==> src/hw/status_pkg.sv <==
package status_pkg;
  // ************************************************
  // register byte offsets
  // ************************************************
  localparam logic [7:0] OPER_COND_OFS = 8'h00;
  localparam logic [7:0] OPER_PTR_OFS = 8'h04;
  localparam logic [7:0] OPER_NTR_OFS = 8'h08;
  localparam logic [7:0] OPER_EVENT_OFS = 8'h0c;
  localparam logic [7:0] OPER_ENAB_OFS = 8'h10;
  localparam logic [7:0] QUES_COND_OFS = 8'h14;
  localparam logic [7:0] QUES_PTR_OFS = 8'h18;
  localparam logic [7:0] QUES_NTR_OFS = 8'h1c;
  localparam logic [7:0] QUES_EVENT_OFS = 8'h20;
  localparam logic [7:0] QUES_ENAB_OFS = 8'h24;
  localparam logic [7:0] STD_EVENT_OFS = 8'h28;
  localparam logic [7:0] STD_ENAB_OFS = 8'h2c;
  localparam logic [7:0] STB_OFS = 8'h30;
  localparam logic [7:0] SRE_OFS = 8'h34;
  localparam logic [7:0] CMD_OFS = 8'h38;
  localparam logic [7:0] STATE_OFS = 8'h3c;
  localparam logic [7:0] FAULT_SEL_OFS = 8'h40;
  localparam logic [7:0] OUTQ_OFS = 8'h44;
  localparam logic [7:0] POLL_OFS = 8'h48;
  // ************************************************
  // bit positions
  // ************************************************
  localparam int CONST_VOLTAGE_BIT = 8;
  localparam int CONST_CURRENT_BIT = 10;
  localparam int OVERVOLTAGE_BIT = 0;
  localparam int OVERCURRENT_BIT = 1;
  localparam int OVERTEMP_BIT = 4;
  localparam int REMOTE_INHIBIT_BIT = 9;
  localparam int QUES_SUM_BIT = 3;
  localparam int MSG_AVAIL_BIT = 4;
  localparam int ESB_BIT = 5;
  localparam int RQS_BIT = 6;
  localparam int OPER_SUM_BIT = 7;
  localparam int OPC_BIT = 0;
  localparam int CMD_WAI_BIT = 0;
  localparam int CMD_OPC_BIT = 1;
  localparam int CMD_OPCQ_BIT = 2;
  localparam int CMD_CLS_BIT = 3;
  localparam int CMD_DCL_BIT = 4;
  // ************************************************
  // reset values and sizes
  // ************************************************
  localparam logic [15:0] PTR_RESET = 16'hffff;
  localparam logic [15:0] NTR_RESET = 16'h0000;
  localparam logic [15:0] ENAB_RESET = 16'h0000;
  localparam logic [7:0] BYTE_RESET = 8'h00;
  localparam logic [2:0] FAULT_SEL_RESET = 3'h0;
  localparam logic [7:0] OPC_REPLY = 8'h01;
  localparam int OUTQ_DEPTH = 4;
endpackage : status_pkg

==> src/hw/status_reporting.sv <==
`timescale 1ns/10ps
module status_reporting (
  input wire logic pclk,
  input wire logic presetn,
  input wire logic psel,
  input wire logic penable,
  input wire logic pwrite,
  input wire logic [7:0] paddr,
  input wire logic [31:0] pwdata,
  output logic [31:0] prdata,
  output logic pready,
  output logic pslverr,
  input wire logic const_current_cond,
  input wire logic const_voltage_cond,
  input wire logic overcurrent_cond,
  input wire logic overtemp_cond,
  input wire logic overvoltage_cond,
  input wire logic inhibit_input,
  input wire logic dev_clear_in,
  input wire logic [7:1] std_event_in,
  input wire logic trig_initiated,
  input wire logic cmd_valid,
  input wire logic cmd_parallel,
  input wire logic seq_done,
  input wire logic par_done,
  input wire logic outq_push,
  input wire logic [7:0] outq_data,
  output logic cmd_ready,
  output logic buf_clear,
  output logic srq_out,
  output logic fault_indicator_out
);
  import status_pkg::*;

  // ************************************************
  // pin synchronisers
  // ************************************************
  logic [6:0] pin_meta;
  logic [6:0] pin_sync;
  logic [6:0] pin_prev;
  always_ff @(posedge pclk or negedge presetn) begin
    if (!presetn) begin
      pin_meta <= 7'h00;
      pin_sync <= 7'h00;
      pin_prev <= 7'h00;
    end else begin
      pin_meta <= {dev_clear_in, inhibit_input, overvoltage_cond, overtemp_cond,
                   overcurrent_cond, const_voltage_cond, const_current_cond};
      pin_sync <= pin_meta;
      pin_prev <= pin_sync;
    end
  end
  logic dcl_pulse;
  assign dcl_pulse = pin_sync[6] & ~pin_prev[6];

  logic [15:0] oper_cond;
  logic [15:0] ques_cond;
  logic [15:0] oper_prev;
  logic [15:0] ques_prev;
  always_comb begin
    oper_cond = 16'h0000;
    ques_cond = 16'h0000;
    oper_prev = 16'h0000;
    ques_prev = 16'h0000;
    oper_cond[CONST_CURRENT_BIT] = pin_sync[0];
    oper_cond[CONST_VOLTAGE_BIT] = pin_sync[1];
    oper_prev[CONST_CURRENT_BIT] = pin_prev[0];
    oper_prev[CONST_VOLTAGE_BIT] = pin_prev[1];
    ques_cond[OVERCURRENT_BIT] = pin_sync[2];
    ques_cond[OVERTEMP_BIT] = pin_sync[3];
    ques_cond[OVERVOLTAGE_BIT] = pin_sync[4];
    ques_cond[REMOTE_INHIBIT_BIT] = pin_sync[5];
    ques_prev[OVERCURRENT_BIT] = pin_prev[2];
    ques_prev[OVERTEMP_BIT] = pin_prev[3];
    ques_prev[OVERVOLTAGE_BIT] = pin_prev[4];
    ques_prev[REMOTE_INHIBIT_BIT] = pin_prev[5];
  end

  // ************************************************
  // apb slave
  // ************************************************
  logic setup;
  logic wr_acc;
  logic rd_acc;
  logic [31:0] next_rdata;
  logic hit;
  assign setup = psel & ~penable;
  assign wr_acc = psel & penable & pready & pwrite;
  assign rd_acc = psel & penable & pready & ~pwrite;

  logic [15:0] oper_ptr;
  logic [15:0] oper_ntr;
  logic [15:0] oper_event;
  logic [15:0] oper_enab;
  logic [15:0] ques_ptr;
  logic [15:0] ques_ntr;
  logic [15:0] ques_event;
  logic [15:0] ques_enab;
  logic [7:0] std_event;
  logic [7:0] std_enab;
  logic [7:0] sre;
  logic [2:0] fault_sel;
  logic rqs;
  logic [7:0] stb;
  logic mss;
  logic oper_sum;
  logic ques_sum;
  logic esb_sum;
  logic message_available_bit;
  logic seq_busy;
  logic wai_hold;
  logic opc_armed;
  logic opcq_armed;
  logic [3:0] par_count;
  logic all_done;
  logic [7:0] outq_mem [OUTQ_DEPTH];
  logic [1:0] outq_rd;
  logic [1:0] outq_wr;
  logic [2:0] outq_count;

  always_comb begin
    next_rdata = 32'h0000_0000;
    hit = 1'b1;
    case (paddr)
      OPER_COND_OFS: next_rdata = {16'h0000, oper_cond};
      OPER_PTR_OFS: next_rdata = {16'h0000, oper_ptr};
      OPER_NTR_OFS: next_rdata = {16'h0000, oper_ntr};
      OPER_EVENT_OFS: next_rdata = {16'h0000, oper_event};
      OPER_ENAB_OFS: next_rdata = {16'h0000, oper_enab};
      QUES_COND_OFS: next_rdata = {16'h0000, ques_cond};
      QUES_PTR_OFS: next_rdata = {16'h0000, ques_ptr};
      QUES_NTR_OFS: next_rdata = {16'h0000, ques_ntr};
      QUES_EVENT_OFS: next_rdata = {16'h0000, ques_event};
      QUES_ENAB_OFS: next_rdata = {16'h0000, ques_enab};
      STD_EVENT_OFS: next_rdata = {24'h000000, std_event};
      STD_ENAB_OFS: next_rdata = {24'h000000, std_enab};
      STB_OFS: next_rdata = {24'h000000, stb[7], mss, stb[5:0]};
      SRE_OFS: next_rdata = {24'h000000, sre};
      CMD_OFS: next_rdata = 32'h0000_0000;
      STATE_OFS: next_rdata = {24'h000000, par_count, seq_busy, wai_hold,
                               opc_armed, opcq_armed};
      FAULT_SEL_OFS: next_rdata = {29'h0000_0000, fault_sel};
      OUTQ_OFS: next_rdata = {24'h000000, message_available_bit ? outq_mem[outq_rd] : 8'h00};
      POLL_OFS: next_rdata = {24'h000000, stb};
      default: hit = 1'b0;
    endcase
  end

  always_ff @(posedge pclk or negedge presetn) begin
    if (!presetn) begin
      pready <= 1'b0;
      pslverr <= 1'b0;
      prdata <= 32'h0000_0000;
    end else begin
      pready <= setup;
      pslverr <= setup & ~hit;
      if (setup && !pwrite) begin
        prdata <= next_rdata;
      end
    end
  end

  logic wr_ok;
  logic rd_ok;
  assign wr_ok = wr_acc & ~pslverr;
  assign rd_ok = rd_acc & ~pslverr;
  logic cmd_wr;
  assign cmd_wr = wr_ok & (paddr == CMD_OFS);
  logic cls;
  assign cls = cmd_wr & pwdata[CMD_CLS_BIT];

  // ************************************************
  // filters and enables
  // ************************************************
  always_ff @(posedge pclk or negedge presetn) begin
    if (!presetn) begin
      oper_ptr <= PTR_RESET;
      oper_ntr <= NTR_RESET;
      oper_enab <= ENAB_RESET;
      ques_ptr <= PTR_RESET;
      ques_ntr <= NTR_RESET;
      ques_enab <= ENAB_RESET;
      std_enab <= BYTE_RESET;
      sre <= BYTE_RESET;
      fault_sel <= FAULT_SEL_RESET;
    end else if (wr_ok) begin
      case (paddr)
        OPER_PTR_OFS: oper_ptr <= pwdata[15:0];
        OPER_NTR_OFS: oper_ntr <= pwdata[15:0];
        OPER_ENAB_OFS: oper_enab <= pwdata[15:0];
        QUES_PTR_OFS: ques_ptr <= pwdata[15:0];
        QUES_NTR_OFS: ques_ntr <= pwdata[15:0];
        QUES_ENAB_OFS: ques_enab <= pwdata[15:0];
        STD_ENAB_OFS: std_enab <= pwdata[7:0];
        SRE_OFS: sre <= pwdata[7:0];
        FAULT_SEL_OFS: fault_sel <= pwdata[2:0];
        default: ;
      endcase
    end
  end

  // ************************************************
  // event latches, set wins over clear
  // ************************************************
  logic [15:0] oper_set;
  logic [15:0] ques_set;
  logic [15:0] oper_clr;
  logic [15:0] ques_clr;
  assign oper_set = (oper_cond & ~oper_prev & oper_ptr) | (~oper_cond & oper_prev & oper_ntr);
  assign ques_set = (ques_cond & ~ques_prev & ques_ptr) | (~ques_cond & ques_prev & ques_ntr);
  assign oper_clr = (rd_ok && paddr == OPER_EVENT_OFS) ? prdata[15:0] : 16'h0000;
  assign ques_clr = (rd_ok && paddr == QUES_EVENT_OFS) ? prdata[15:0] : 16'h0000;

  always_ff @(posedge pclk or negedge presetn) begin
    if (!presetn) begin
      oper_event <= ENAB_RESET;
      ques_event <= ENAB_RESET;
    end else if (cls) begin
      oper_event <= oper_set;
      ques_event <= ques_set;
    end else begin
      oper_event <= (oper_event & ~oper_clr) | oper_set;
      ques_event <= (ques_event & ~ques_clr) | ques_set;
    end
  end

  logic [7:0] std_set;
  logic [7:0] std_clr;
  logic opc_fire;
  assign std_set = {std_event_in, opc_fire};
  assign std_clr = (rd_ok && paddr == STD_EVENT_OFS) ? prdata[7:0] : 8'h00;

  always_ff @(posedge pclk or negedge presetn) begin
    if (!presetn) begin
      std_event <= BYTE_RESET;
    end else if (cls) begin
      std_event <= std_set;
    end else begin
      std_event <= (std_event & ~std_clr) | std_set;
      if (trig_initiated) begin
        std_event[OPC_BIT] <= 1'b0;
      end
    end
  end

  // ************************************************
  // summaries and status byte
  // ************************************************
  // event and enable
  assign oper_sum = |(oper_event & oper_enab);
  assign ques_sum = |(ques_event & ques_enab);
  assign esb_sum = |(std_event & std_enab);
  assign message_available_bit = (outq_count != 3'h0);

  always_comb begin
    stb = 8'h00;
    stb[OPER_SUM_BIT] = oper_sum;
    stb[QUES_SUM_BIT] = ques_sum;
    stb[MSG_AVAIL_BIT] = message_available_bit;
    stb[ESB_BIT] = esb_sum;
    stb[RQS_BIT] = rqs;
  end
  assign mss = |({stb[7], 1'b0, stb[5:0]} & {sre[7], 1'b0, sre[5:0]});

  logic mss_prev;
  logic poll_rd;
  assign poll_rd = rd_ok & (paddr == POLL_OFS);

  always_ff @(posedge pclk or negedge presetn) begin
    if (!presetn) begin
      mss_prev <= 1'b0;
      rqs <= 1'b0;
      srq_out <= 1'b0;
    end else begin
      mss_prev <= mss;
      // new reason sets request, poll clears
      if (mss && !mss_prev) begin
        rqs <= 1'b1;
        srq_out <= 1'b1;
      end else if (poll_rd && prdata[RQS_BIT]) begin
        rqs <= 1'b0;
        srq_out <= 1'b0;
      end
    end
  end

  // ************************************************
  // fault indicator
  // ************************************************
  always_ff @(posedge pclk or negedge presetn) begin
    if (!presetn) begin
      fault_indicator_out <= 1'b0;
    end else begin
      fault_indicator_out <= |(fault_sel & {esb_sum, oper_sum, ques_sum});
    end
  end

  // ************************************************
  // command completion
  // ************************************************
  logic dclr;
  logic take;
  assign dclr = dcl_pulse | (cmd_wr & pwdata[CMD_DCL_BIT]);
  assign take = cmd_valid & cmd_ready;
  assign all_done = ~seq_busy & (par_count == 4'h0) & ~trig_initiated;
  assign opc_fire = opc_armed & all_done;

  always_ff @(posedge pclk or negedge presetn) begin
    if (!presetn) begin
      seq_busy <= 1'b0;
      par_count <= 4'h0;
    end else begin
      if (take && !cmd_parallel) begin
        seq_busy <= 1'b1;
      end else if (seq_done || dclr) begin
        seq_busy <= 1'b0;
      end
      if (take && cmd_parallel && !par_done && par_count != 4'hf) begin
        par_count <= par_count + 4'h1;
      end else if (par_done && !(take && cmd_parallel) && par_count != 4'h0) begin
        par_count <= par_count - 4'h1;
      end
    end
  end

  always_ff @(posedge pclk or negedge presetn) begin
    if (!presetn) begin
      wai_hold <= 1'b0;
      opc_armed <= 1'b0;
      opcq_armed <= 1'b0;
    end else begin
      if (cmd_wr && pwdata[CMD_WAI_BIT]) begin
        wai_hold <= 1'b1;
      end else if (all_done || dclr) begin
        wai_hold <= 1'b0;
      end
      if (cmd_wr && pwdata[CMD_OPC_BIT]) begin
        opc_armed <= 1'b1;
      end else if (opc_fire || dclr) begin
        opc_armed <= 1'b0;
      end
      if (cmd_wr && pwdata[CMD_OPCQ_BIT]) begin
        opcq_armed <= 1'b1;
      end else if (all_done || dclr) begin
        opcq_armed <= 1'b0;
      end
    end
  end

  always_ff @(posedge pclk or negedge presetn) begin
    if (!presetn) begin
      cmd_ready <= 1'b0;
      buf_clear <= 1'b0;
    end else begin
      cmd_ready <= ~seq_busy & ~wai_hold & ~dclr & ~(take & ~cmd_parallel) &
                   ~(cmd_wr & pwdata[CMD_WAI_BIT]);
      buf_clear <= dclr;
    end
  end

  // ************************************************
  // output queue
  // ************************************************
  logic q_push;
  logic q_pop;
  logic [7:0] q_data;
  assign q_push = (opcq_armed & all_done) | outq_push;
  assign q_data = (opcq_armed & all_done) ? OPC_REPLY : outq_data;
  assign q_pop = rd_ok & (paddr == OUTQ_OFS) & message_available_bit;

  always_ff @(posedge pclk) begin
    if (q_push && outq_count != 3'(OUTQ_DEPTH)) begin
      outq_mem[outq_wr] <= q_data;
    end
  end

  always_ff @(posedge pclk or negedge presetn) begin
    if (!presetn) begin
      outq_rd <= 2'h0;
      outq_wr <= 2'h0;
      outq_count <= 3'h0;
    end else if (dclr || cls) begin
      outq_rd <= 2'h0;
      outq_wr <= 2'h0;
      outq_count <= 3'h0;
    end else begin
      if (q_push && (outq_count != 3'(OUTQ_DEPTH) || q_pop)) begin
        outq_wr <= outq_wr + 2'h1;
      end
      if (q_pop) begin
        outq_rd <= outq_rd + 2'h1;
      end
      if (q_push && !q_pop && outq_count != 3'(OUTQ_DEPTH)) begin
        outq_count <= outq_count + 3'h1;
      end else if (q_pop && !q_push) begin
        outq_count <= outq_count - 3'h1;
      end
    end
  end
endmodule : status_reporting

==> config.mk <==
export PLATFORM = sky130hd
export DESIGN_NAME = status_reporting
export DESIGN_NICKNAME = d
export VERILOG_FILES = /design/src/hw/status_pkg.sv /design/src/hw/status_reporting.sv
export SDC_FILE = /design/constraint.sdc
export NUM_CORES = 1
export LEC_CHECK = 0
export BUFFER_PORTS_ARGS = -buffer_cell sky130_fd_sc_hd__buf_2
export CAP_MARGIN = 30
export CORE_MARGIN = 3
export CORE_UTILIZATION = 30
export CTS_BUF_LIST = sky130_fd_sc_hd__clkbuf_4 sky130_fd_sc_hd__clkbuf_8
export DETAILED_ROUTE_END_ITERATION = 10
export PLACE_DENSITY = 0.51
export SYNTH_ARGS = -nofsm -noshare
export SYNTH_HDL_FRONTEND = slang
export SYNTH_SLANG_ARGS = --single-unit
==> constraint.sdc <==
create_clock -name pclk -period 6.2 [get_ports pclk]
set_clock_uncertainty 0.15 [all_clocks]
set_input_delay 0.62 -clock pclk [delete_from_list [all_inputs] [get_ports pclk]]
set_output_delay 0.62 -clock pclk [all_outputs]
set_load 0.1 [all_outputs]
==> impl_metrics.py, run 1 <==
metrics = {
    "outcome": {
        "status": "complete, but fails checks",
        "violations": "negative hold slack",
    },
    "timing": {
        "rsz0062_at_grt": "false",
        "tns_ns": 0,
        "finalCritPeriodShare_pct": 50.5,
        "holdWs_ns": -0.0183,
        "worstMarginPinSlew_ns": 1.01,
        "finalCriticalPeriod_ns": 3.13,
        "fmax_mhz": 320,
        "setup_viol": 0,
        "slew_violations": 0,
        "slew_headroom_pct": 32.1,
        "hold_violations": 15,
    },
    "layout": {
        "final_common_cell": "dfrtp_1",
        "final_cell_mix": "dfrtp_1, mux2_2, buf_2",
        "fin_area_um2": 13500,
        "area_growth_pct": 15.6,
        "layout-drive-gt1-share_pct": 37.3,
        "nets": 1062,
        "fill_cells": 3798,
    },
    "cts": {
        "post_cts_buffers": 0,
        "holdBufCountCts": 7,
        "cts_tree": "yes",
        "htreeDepth": 2,
        "cts.clk_slew.worst_paths_ns": 0.06,
        "clk_latency_ns": 0.59,
        "cts_root_buffer": "clkbuf_8",
        "cts_buffer_depth": 3,
        "cts_sinks": 246,
        "cts_resized": 0,
        "cts_buffers": 44,
    },
    "logic_synthesis": {
        "syn_avg_cell_area_um2": 13.1,
        "netlist_area_um2": 11700,
        "async_reset_ff_share_pct": 87.0,
        "synth_cell_types": 79,
        "synth_xor_area_share_pct": 0.375,
        "synth_warnings": 0,
        "yosys.area_share.simple_pct": 12.8,
        "synth_compound_area_share_pct": 12.4,
        "ys_ff_latch": 246,
        "synthFlopType": "dfrtp_1",
        "synth_top_family_by_area": "multiplexers",
        "synthAdderAreaFrac_pct": 0.985,
        "syn_inst": 889,
        "muxShareOfSynthArea_pct": 15.1,
        "yosysSeqAreaShare_pct": 54.4,
        "synth_edf_count": 32,
    },
    "worst_setup_path": {
        "r2r_setup_slack_ns": 3.37,
        "endpoint": "oper_ntr[9]",
        "critPathSlowestCell": "or4b_1",
        "crit_cells": 5,
        "worstPathCellList": "buf_2 -> or4b_1 -> nor2_4 -> nand2_2 -> mux2_4",
        "cp-start-kind": "primary input",
        "startpoint": "paddr[3]",
        "r2r_cells": 6,
        "crit_family": "simple AND/OR/NAND/NOR gates",
        "path_class": "primary input to register",
        "cp_max_fo": 16,
        "required_ns": 6.51,
        "path_buf_inv": 1,
        "r2r-start": "outq_count[1]",
        "slowest_delay_ns": 0.87,
        "r2r-end": "outq_count[1]",
        "crit_arrival_ns": 3.44,
        "crit_path_end_kind": "register",
    },
    "floorplanning": {
        "coreArea_um2": 38000,
        "die-area_um2": 41400,
        "initial_core_util_pct": 30.7,
        "num_rows": 71,
        "io_pins": 111,
        "die_width_um": 203,
        "die-height_um": 203,
    },
    "drt": {
        "detail-route-antenna-nets": 0,
        "drcViolationCount": 0,
        "vias": 8171,
        "routed_wirelength_um": 37400,
        "first_pass_iters": 5,
        "routedWlPerCell_um": 24.5,
        "viasPerCell": 5.34,
        "drt_iter0_drc": 773,
    },
    "power_and_ir_drop": {
        "p_per_area_nw_per_um2": 297,
        "p_leak_nw": 6.02,
        "p_total_mw": 4.01,
        "ir_drop_v": 0.000149,
    },
    "flow_run": {
        "maxCapViolations": 0,
    },
    "worst_hold_path": {
        "hold_class": "primary input to asynchronous set/reset pin",
    },
    "global_routing": {
        "grt_pass1_wl_um": 55900,
        "grt_overflow": 0,
        "grt_pass1_vias": 8407,
        "grt_max_degree": 120,
        "globalRouteTotalUtil_pct": 18.0,
        "antenna_found_initial": 1,
    },
    "placed_design": {
        "hpwl_um": 24700,
        "placed_cell_area_um2": 12500,
        "gp_congestion": 0.823,
        "portBuffers": 78,
    },
}
per-stage QoR:
step	hold WS (ns)	utilization (%)	cells	setup slack, ns
floorplan	0.174	-	904	3.26
global route	0.0531	35.5	1528	3.01
global placement	0.184	32.8	1439	2.48
CTS	0.0158	35.5	1528	3.10
detailed placement	0.185	32.8	1439	2.48
finish	-0.0183	35.5	1529	3.07
cells in the mapped netlist, types with 9 or more instances:
library cell | number | area share [%]
nand3_1 | 13 | 0.56
a221oi_1 | 16 | 1.2
a21oi_1 | 14 | 0.60
buf_6 | 12 | 1.2
a32oi_1 | 9 | 0.67
dfrtp_1 | 182 | 39
buf_4 | 18 | 1.2
a22o_1 | 17 | 1.3
buf_2 | 20 | 0.86
clkbuf_1 | 14 | 0.45
mux2_4 | 40 | 5.1
nor2_1 | 24 | 0.77
inv_1 | 9 | 0.29
and3_1 | 33 | 1.8
nand2_1 | 68 | 2.2
dfstp_2 | 32 | 7.2
and2_1 | 12 | 0.64
nand4_1 | 9 | 0.48
a22oi_1 | 39 | 2.5
o21ai_0 | 18 | 0.77
mux2_2 | 79 | 7.6
a31o_2 | 14 | 1.0
edfxtp_1 | 32 | 8.2
sequential cells by signal, summed over array words and instances, names as in the netlist, 3 cells and up:
register,flops
outq_mem,32
pin_prev,7
pin_sync,7
ques_ptr,16
par_count,4
prdata,16
outq_count,3
sre,8
std_enab,8
oper_enab,16
pin_meta,7
ques_event,16
oper_ntr,16
oper_event,16
ques_enab,16
fault_sel,3
std_event,8
oper_ptr,16
ques_ntr,16
power by group:
group	switching, mW	leakage [nW]	internal [mW]
clock	0.702	0.516	0.947
combinational	0.393	2.49	0.144
sequential	0.0940	3.02	1.73
worst min-delay path by stage:
stage,end,slack [ns]
6_report,pin_meta[1],-0.02
5_1_grt,ques_ntr[10],0.05
4_1_cts,pin_meta[0],0.02
3_5_place_dp,pin_sync[3],0.18
3_3_place_gp,pin_sync[0],0.18
2_1_floorplan,buf_clear,0.17
metal layers:
| metal | vias up | track usage (%) | part of all wire, % |
|---|---|---|---|
| met3 | 68 | 3.34 | 5.9 |
| met2 | 276 | 28.6 | 47 |
| met5 | - | 0 | 0.040 |
| met1 | 4255 | 25.3 | 45 |
| met4 | 2 | 5.38 | 2.5 |
| li1 | 3570 | - | - |
cells by family after synthesis:
group	Yosys count
flip-flops	246
AND/OR/NAND/NOR	231
AO/OA/AOI/OAI	186
multiplexers	136
buffers and inverters	76
adder cells (fa/ha/maj)	8
XOR/XNOR	5
other	1
cell type report:
cell class	instances	area, µm²	share of cell area, %
flip-flops and latches	246	6360	47.0
inverters	9	33.8	0.250
repair buffers	98	568	4.20
clock buffers	75	888	6.57
clock inverters	7	72.6	0.537
multi-input cells	582	4950	36.6
well taps	511	639	4.73
diodes	1	2.50	0.0185
Note: power is estimated with default switching activity, not from simulation.
==> inputs of run 2 (changes only) <==
--- a/config.mk
+++ b/config.mk
@@ -5,13 +5,14 @@
 export SDC_FILE = /design/constraint.sdc
 export NUM_CORES = 1
 export LEC_CHECK = 0
+export ABC_AREA = 1
 export BUFFER_PORTS_ARGS = -buffer_cell sky130_fd_sc_hd__buf_2
 export CAP_MARGIN = 30
 export CORE_MARGIN = 3
 export CORE_UTILIZATION = 30
 export CTS_BUF_LIST = sky130_fd_sc_hd__clkbuf_4 sky130_fd_sc_hd__clkbuf_8
 export DETAILED_ROUTE_END_ITERATION = 10
-export PLACE_DENSITY = 0.51
+export PLACE_DENSITY = 0.53
 export SYNTH_ARGS = -nofsm -noshare
 export SYNTH_HDL_FRONTEND = slang
 export SYNTH_SLANG_ARGS = --single-unit
==> constraint.sdc (replaced) <==
create_clock -name pclk -period 2.6 [get_ports pclk]
set_clock_uncertainty 0.15 [all_clocks]
set_input_delay 0.26 -clock pclk [delete_from_list [all_inputs] [get_ports pclk]]
set_output_delay 0.26 -clock pclk [all_outputs]
set_load 0.1 [all_outputs]
==> run 2 against run 1 <==
The flow now finishes without violations. Non-clock buffer count rose by 66. Setup slack worse by 2.9 ns. Sequential cell count did not move. Clock power is 130% higher. Register-to-register slack lost 3.2 ns. Core utilization is 1.6 points higher. Synthesized area is 0.21% lower. Final area grew 4.5%. Critical endpoint is now std_event[0].
==> impl_metrics.py, run 2 <==
metrics = {
    "layout": {
        "nets": 1619,
        "final_cell_mix": "nand2_1, dfrtp_1, o21ai_0",
        "final_common_cell": "nand2_1",
        "regArea_um2": 6360,
        "fill_cells": 3986,
        "largest_reg_flops": 32,
        "n_antenna_cell": 0,
        "fin_area_um2": 14100,
        "area_growth_pct": 21.1,
        "layout-drive-gt1-share_pct": 18.4,
        "final_cells": 2084,
        "multi_input_area_um2": 4590,
        "top_register": "outq_mem",
    },
    "global_routing": {
        "globalRouteTotalUtil_pct": 17.6,
        "grt_max_degree": 73,
        "antenna_found_initial": 0,
        "grt_pass1_wl_um": 56500,
        "grt_pass1_vias": 9601,
        "grt_overflow": 0,
    },
    "power_and_ir_drop": {
        "ir_drop_v": 0.000263,
        "p_per_area_nw_per_um2": 631,
        "p_leak_nw": 6.62,
        "p_total_mw": 8.91,
    },
    "floorplanning": {
        "die-area_um2": 41300,
        "die-height_um": 203,
        "die_width_um": 203,
        "io_pins": 111,
        "initial_core_util_pct": 30.7,
        "num_rows": 71,
        "coreArea_um2": 38000,
    },
    "placed_design": {
        "hpwl_um": 25500,
        "gp_congestion": 0.899,
        "placed_cell_area_um2": 12700,
        "place_inst": 1955,
        "portBuffers": 78,
    },
    "logic_synthesis": {
        "ys_top_cells_by_count": "nand2_1, dfrtp_1, o21ai_0",
        "synthTopCellsByArea": "dfrtp_1, nand2_1, edfxtp_1",
        "yosysSeqAreaShare_pct": 54.5,
        "synth_top_cell_area_share_pct": 39.1,
        "synth_edf_count": 32,
        "syn_inst": 1369,
        "synthFlopType": "dfrtp_1",
        "synth_cell_types": 50,
        "syn_avg_cell_area_um2": 8.52,
        "yosys.area.top_type": "dfrtp_1",
        "ys_ff_latch": 246,
        "synth_warnings": 0,
        "synth.most_common_cell": "nand2_1",
        "netlist_area_um2": 11700,
        "async_reset_ff_share_pct": 87.0,
    },
    "flow_run": {
        "maxCapViolations": 0,
    },
    "worst_setup_path": {
        "crit_path_end_kind": "register",
        "path_class": "register to register",
        "crit_arrival_ns": 2.72,
        "required_ns": 2.92,
        "cp-start-kind": "register",
        "r2r_setup_slack_ns": 0.20,
        "cp_max_fo": 7,
    },
    "drt": {
        "first_pass_iters": 5,
        "detail-route-antenna-nets": 0,
        "drt_iter0_drc": 727,
        "routedWlPerCell_um": 17.4,
        "viasPerCell": 4.67,
        "drcViolationCount": 0,
        "routed_wirelength_um": 36200,
        "vias": 9724,
    },
    "cts": {
        "clk_latency_ns": 0.58,
        "cts_tree": "yes",
        "cts.clk_slew.worst_paths_ns": 0.07,
        "cts_root_buffer": "clkbuf_8",
        "cts_buffer_depth": 3,
        "cts_buffers": 44,
        "htreeDepth": 2,
        "cts_resized": 0,
        "cts_sinks": 246,
    },
    "timing": {
        "finalCritPeriodShare_pct": 92.2,
        "slew_violations": 0,
        "worstMarginPinSlew_ns": 0.631,
        "finalCriticalPeriod_ns": 2.40,
        "setup_viol": 0,
        "holdWs_ns": 0.0361,
        "hold_violations": 0,
        "slew_headroom_pct": 57.8,
        "fmax_mhz": 417,
        "tns_ns": 0,
        "rsz0062_at_grt": "false",
    },
    "outcome": {
        "status": "finished clean",
    },
    "worst_hold_path": {
        "hold_class": "primary input to register",
    },
}
run 2: cell types whose count changed after synthesis, moves of 16 or more:
cell | before | now
nand3_1 | 13 | 61
and3_1 | 33 | 1
mux2_2 | 79 | 1
nand2_1 | 68 | 464
nor2_1 | 24 | 121
a22oi_1 | 39 | 1
o21ai_1 | 0 | 46
mux2_4 | 40 | 0
o21ai_0 | 18 | 139
inv_1 | 9 | 92
a22o_1 | 17 | 0
a221oi_1 | 16 | 0
run 2: what timing repair did:
item                      CTS  global route
hold buffers               48             0
buffers inserted            0             0
hold endpoints to repair  234             0
run 2: per-layer routing:
layer	global-route usage, %	vias to the layer above	share of wire, %
met4	4.25	0	1.8
met3	3.08	45	6.5
met2	28.2	332	45
li1	-	4730	-
met5	0	-	0
met1	25.1	4617	46
run 2: worst paths after layout:
check / startpoint / endpoint / depth (start not counted)
min in group asynchronous: presetn / prdata[11] / 2
worst max register to register: pready / std_event[0] / 7
worst max-delay path: pready / std_event[0] / 7
max in group asynchronous: presetn / ques_ptr[8] / 3
worst min register to register: pin_meta[6] / pin_sync[6] / 0
worst min-delay path: pwdata[6] / std_enab[6] / 3
run 2: cell families after synthesis:
kind of cell	after synthesis	synth area share (%)
AO/OA/AOI/OAI	222	10.1
XOR/XNOR	6	0.451
adder cells (fa/ha/maj)	8	0.987
buffers and inverters	162	6.59
flip-flops	246	54.5
multiplexers	2	0.182
other	1	0.0322
AND/OR/NAND/NOR	722	27.2
run 2: critical path, stage by stage, from the launching register on:
cell and delay, ns:
dfrtp_2 0.35, nand3_1 0.15, nor3_4 0.34, buf_4 0.21, nand2_1 0.18, o211ai_1 0.25
a22oi_1 0.09, dlygate4sd3_1 0.56
run 2: power breakdown:
part / total [mW] / leakage, nW / internal, mW / switching, mW
Combinational: 0.971 / 3.10 / 0.316 / 0.655
Clock: 3.75 / 0.493 / 2.07 / 1.67
Sequential: 4.20 / 3.02 / 4.08 / 0.115
run 2: layout make-up:
class / instances / share of cell area [%]
Sequential cell: 246 / 45.0
Multi-Input combinational cell: 976 / 32.5
Timing Repair Buffer: 164 / 8.70
Clock buffer: 71 / 5.99
Tap cell: 511 / 4.53
Inverter: 106 / 2.83
Clock inverter: 10 / 0.443
run 2: metrics by stage:
step / utilization, % / setup WS [ns]
floorplan: - / 0.0742
global placement: 33.5 / 0.235
detailed placement: 33.5 / 0.231
finish: 37.2 / 0.203
global route: 37.2 / 0.100
CTS: 37.2 / 0.231
==> inputs of run 3 (changes only) <==
--- a/config.mk
+++ b/config.mk
@@ -9,10 +9,10 @@
 export BUFFER_PORTS_ARGS = -buffer_cell sky130_fd_sc_hd__buf_2
 export CAP_MARGIN = 30
 export CORE_MARGIN = 3
-export CORE_UTILIZATION = 30
+export CORE_UTILIZATION = 33
 export CTS_BUF_LIST = sky130_fd_sc_hd__clkbuf_4 sky130_fd_sc_hd__clkbuf_8
 export DETAILED_ROUTE_END_ITERATION = 10
-export PLACE_DENSITY = 0.53
+export PLACE_DENSITY = 0.56
 export SYNTH_ARGS = -nofsm -noshare
 export SYNTH_HDL_FRONTEND = slang
 export SYNTH_SLANG_ARGS = --single-unit
==> run 3 against run 2 <==
Die area fell by 8.8%. Routed wire length decreased by 1.9%. Count of clock-buffer cells in the layout rose by 6. Final area down 0.42%. Sequential cell count unchanged. Clock power up 8.5%. Sequential power barely moved. Critical endpoint unchanged. Largest power group unchanged. Highest routed layer unchanged.
==> impl_metrics.py, run 3 (synthesized netlist as in run 2, its figures left out) <==
metrics = {
    "outcome": {
        "status": "finished clean",
    },
    "layout": {
        "fill_cells": 3541,
        "area_growth_pct": 20.6,
        "regArea_um2": 6360,
        "largest_reg_flops": 32,
        "final_cell_mix": "nand2_1, dfrtp_1, o21ai_0",
        "multi_input_area_um2": 4590,
        "top_register": "outq_mem",
        "nets": 1613,
        "n_antenna_cell": 0,
        "final_cells": 2023,
        "layout-drive-gt1-share_pct": 18.4,
        "final_common_cell": "nand2_1",
    },
    "worst_setup_path": {
        "critPathSlowestCell": "dlygate4sd3_1",
        "r2r-start": "pready",
        "crit_arrival_ns": 2.76,
        "slowest_delay_ns": 0.56,
        "cp_max_fo": 7,
        "startpoint": "pready",
        "required_ns": 2.91,
        "cp-start-kind": "register",
        "crit_path_end_kind": "register",
        "worstPathCellList": "nand3_1 -> nor3_4 -> buf_4 -> nand2_1 -> o211ai_1 -> a22oi_1 -> dlygate4sd3_1",
        "path_class": "register to register",
    },
    "global_routing": {
        "grt_max_degree": 82,
        "grt_pass1_vias": 9763,
        "grt_overflow": 0,
        "antenna_found_initial": 0,
        "grt_use_met2_pct": 29.1,
        "grt_pass1_wl_um": 56500,
        "grtUsageMet3_pct": 3.46,
        "globalRouteTotalUtil_pct": 19.0,
        "grt_busiest_layer": "met2",
        "grtUsageMet1_pct": 27.4,
    },
    "cts": {
        "cts_sinks": 246,
        "clk_latency_ns": 0.58,
        "cts_tree": "yes",
        "post_cts_buffers": 0,
        "cts.clk_slew.worst_paths_ns": 0.06,
        "cts_buffer_depth": 3,
        "cts_buffers": 45,
        "cts_root_buffer": "clkbuf_8",
        "htreeDepth": 2,
    },
    "placed_design": {
        "hpwl_um": 24700,
        "portBuffers": 78,
        "gp_congestion": 0.927,
        "place_inst": 1894,
    },
    "drt": {
        "drcViolationCount": 0,
        "drt_iter0_drc": 718,
        "viasPerCell": 4.82,
        "vias": 9751,
        "routed_wirelength_um": 35500,
        "first_pass_iters": 5,
        "detail-route-antenna-nets": 0,
        "routedWlPerCell_um": 17.5,
    },
    "timing": {
        "finalCriticalPeriod_ns": 2.46,
        "rsz0062_at_grt": "false",
        "slew_violations": 0,
        "fmax_mhz": 407,
        "slew_headroom_pct": 57.0,
        "tns_ns": 0,
        "setup_viol": 0,
        "worstMarginPinSlew_ns": 0.642,
        "hold_violations": 0,
        "finalCritPeriodShare_pct": 94.4,
    },
    "worst_hold_path": {
        "hold_class": "primary input to register",
        "hp-start": "pwdata[1]",
    },
    "power_and_ir_drop": {
        "p_leak_nw": 6.61,
        "p_total_mw": 9.23,
        "ir_drop_v": 0.000418,
        "p_per_area_nw_per_um2": 656,
    },
    "floorplanning": {
        "coreArea_um2": 34700,
        "die-area_um2": 37600,
        "io_pins": 111,
        "die_width_um": 194,
        "die-height_um": 194,
        "num_rows": 68,
        "initial_core_util_pct": 33.6,
    },
    "flow_run": {
        "maxCapViolations": 0,
    },
}
==> run 3: final timing paths <==
path	to	slack [ns]	depth (start not counted)
max in group asynchronous	oper_ptr[11]	1.36	3
hold / removal	sre[1]	0.02	3
setup / recovery	std_event[0]	0.14	7
min in group asynchronous	prdata[8]	0.14	2
hold reg to reg	pin_sync[1]	0.16	0
setup reg to reg	std_event[0]	0.14	7
==> run 3: cell type report <==
class / count / share of cell area [%]
flip-flops and latches: 246 / 45.2
clock buffers: 77 / 6.51
inverters: 106 / 2.84
repair buffers: 157 / 8.06
clock inverters: 6 / 0.694
multi-input cells: 976 / 32.7
well taps: 455 / 4.05
==> run 3: stage by stage <==
stage,utilization [%],hold slack [ns],setup slack (ns),instance area [µm²]
global route,40.5,0.0397,0.106,14100
detailed placement,36.3,0.170,0.217,12600
global placement,36.3,0.161,0.231,12600
CTS,40.5,0.00557,0.194,14100
floorplan,-,-0.186,0.0742,11700
finish,40.5,0.0208,0.144,14100
==> run 3: critical path: cells and delay by family, from the launching register on <==
family | cells | cell delay [ns]
AOI/OAI and AO/OA | 2 | 0.36
and+or+nand+nor | 3 | 0.69
buffers and inverters | 2 | 0.78
DFF | 1 | 0.35
==> run 3: power breakdown <==
| group | switching [mW] | total, mW | internal, mW |
|---|---|---|---|
| clock network | 1.65 | 4.07 | 2.42 |
| registers | 0.116 | 4.20 | 4.08 |
| logic | 0.657 | 0.966 | 0.309 |
| total | 2.42 | 9.23 | 6.81 |
==> run 3: what timing repair did <==
item                                    in CTS  in global routing
endpoints found under the setup margin       0                  0
endpoints found under the hold margin      173                  0
resized for setup                            0                  0
hold buffers                                46                  0
==> run 3: per-layer routing <==
layer | up-vias | wire length, µm
met5 | - | 0
met1 | 4627 | 16300
li1 | 4724 | -
met4 | 0 | 958
met2 | 344 | 15600
met3 | 56 | 2660
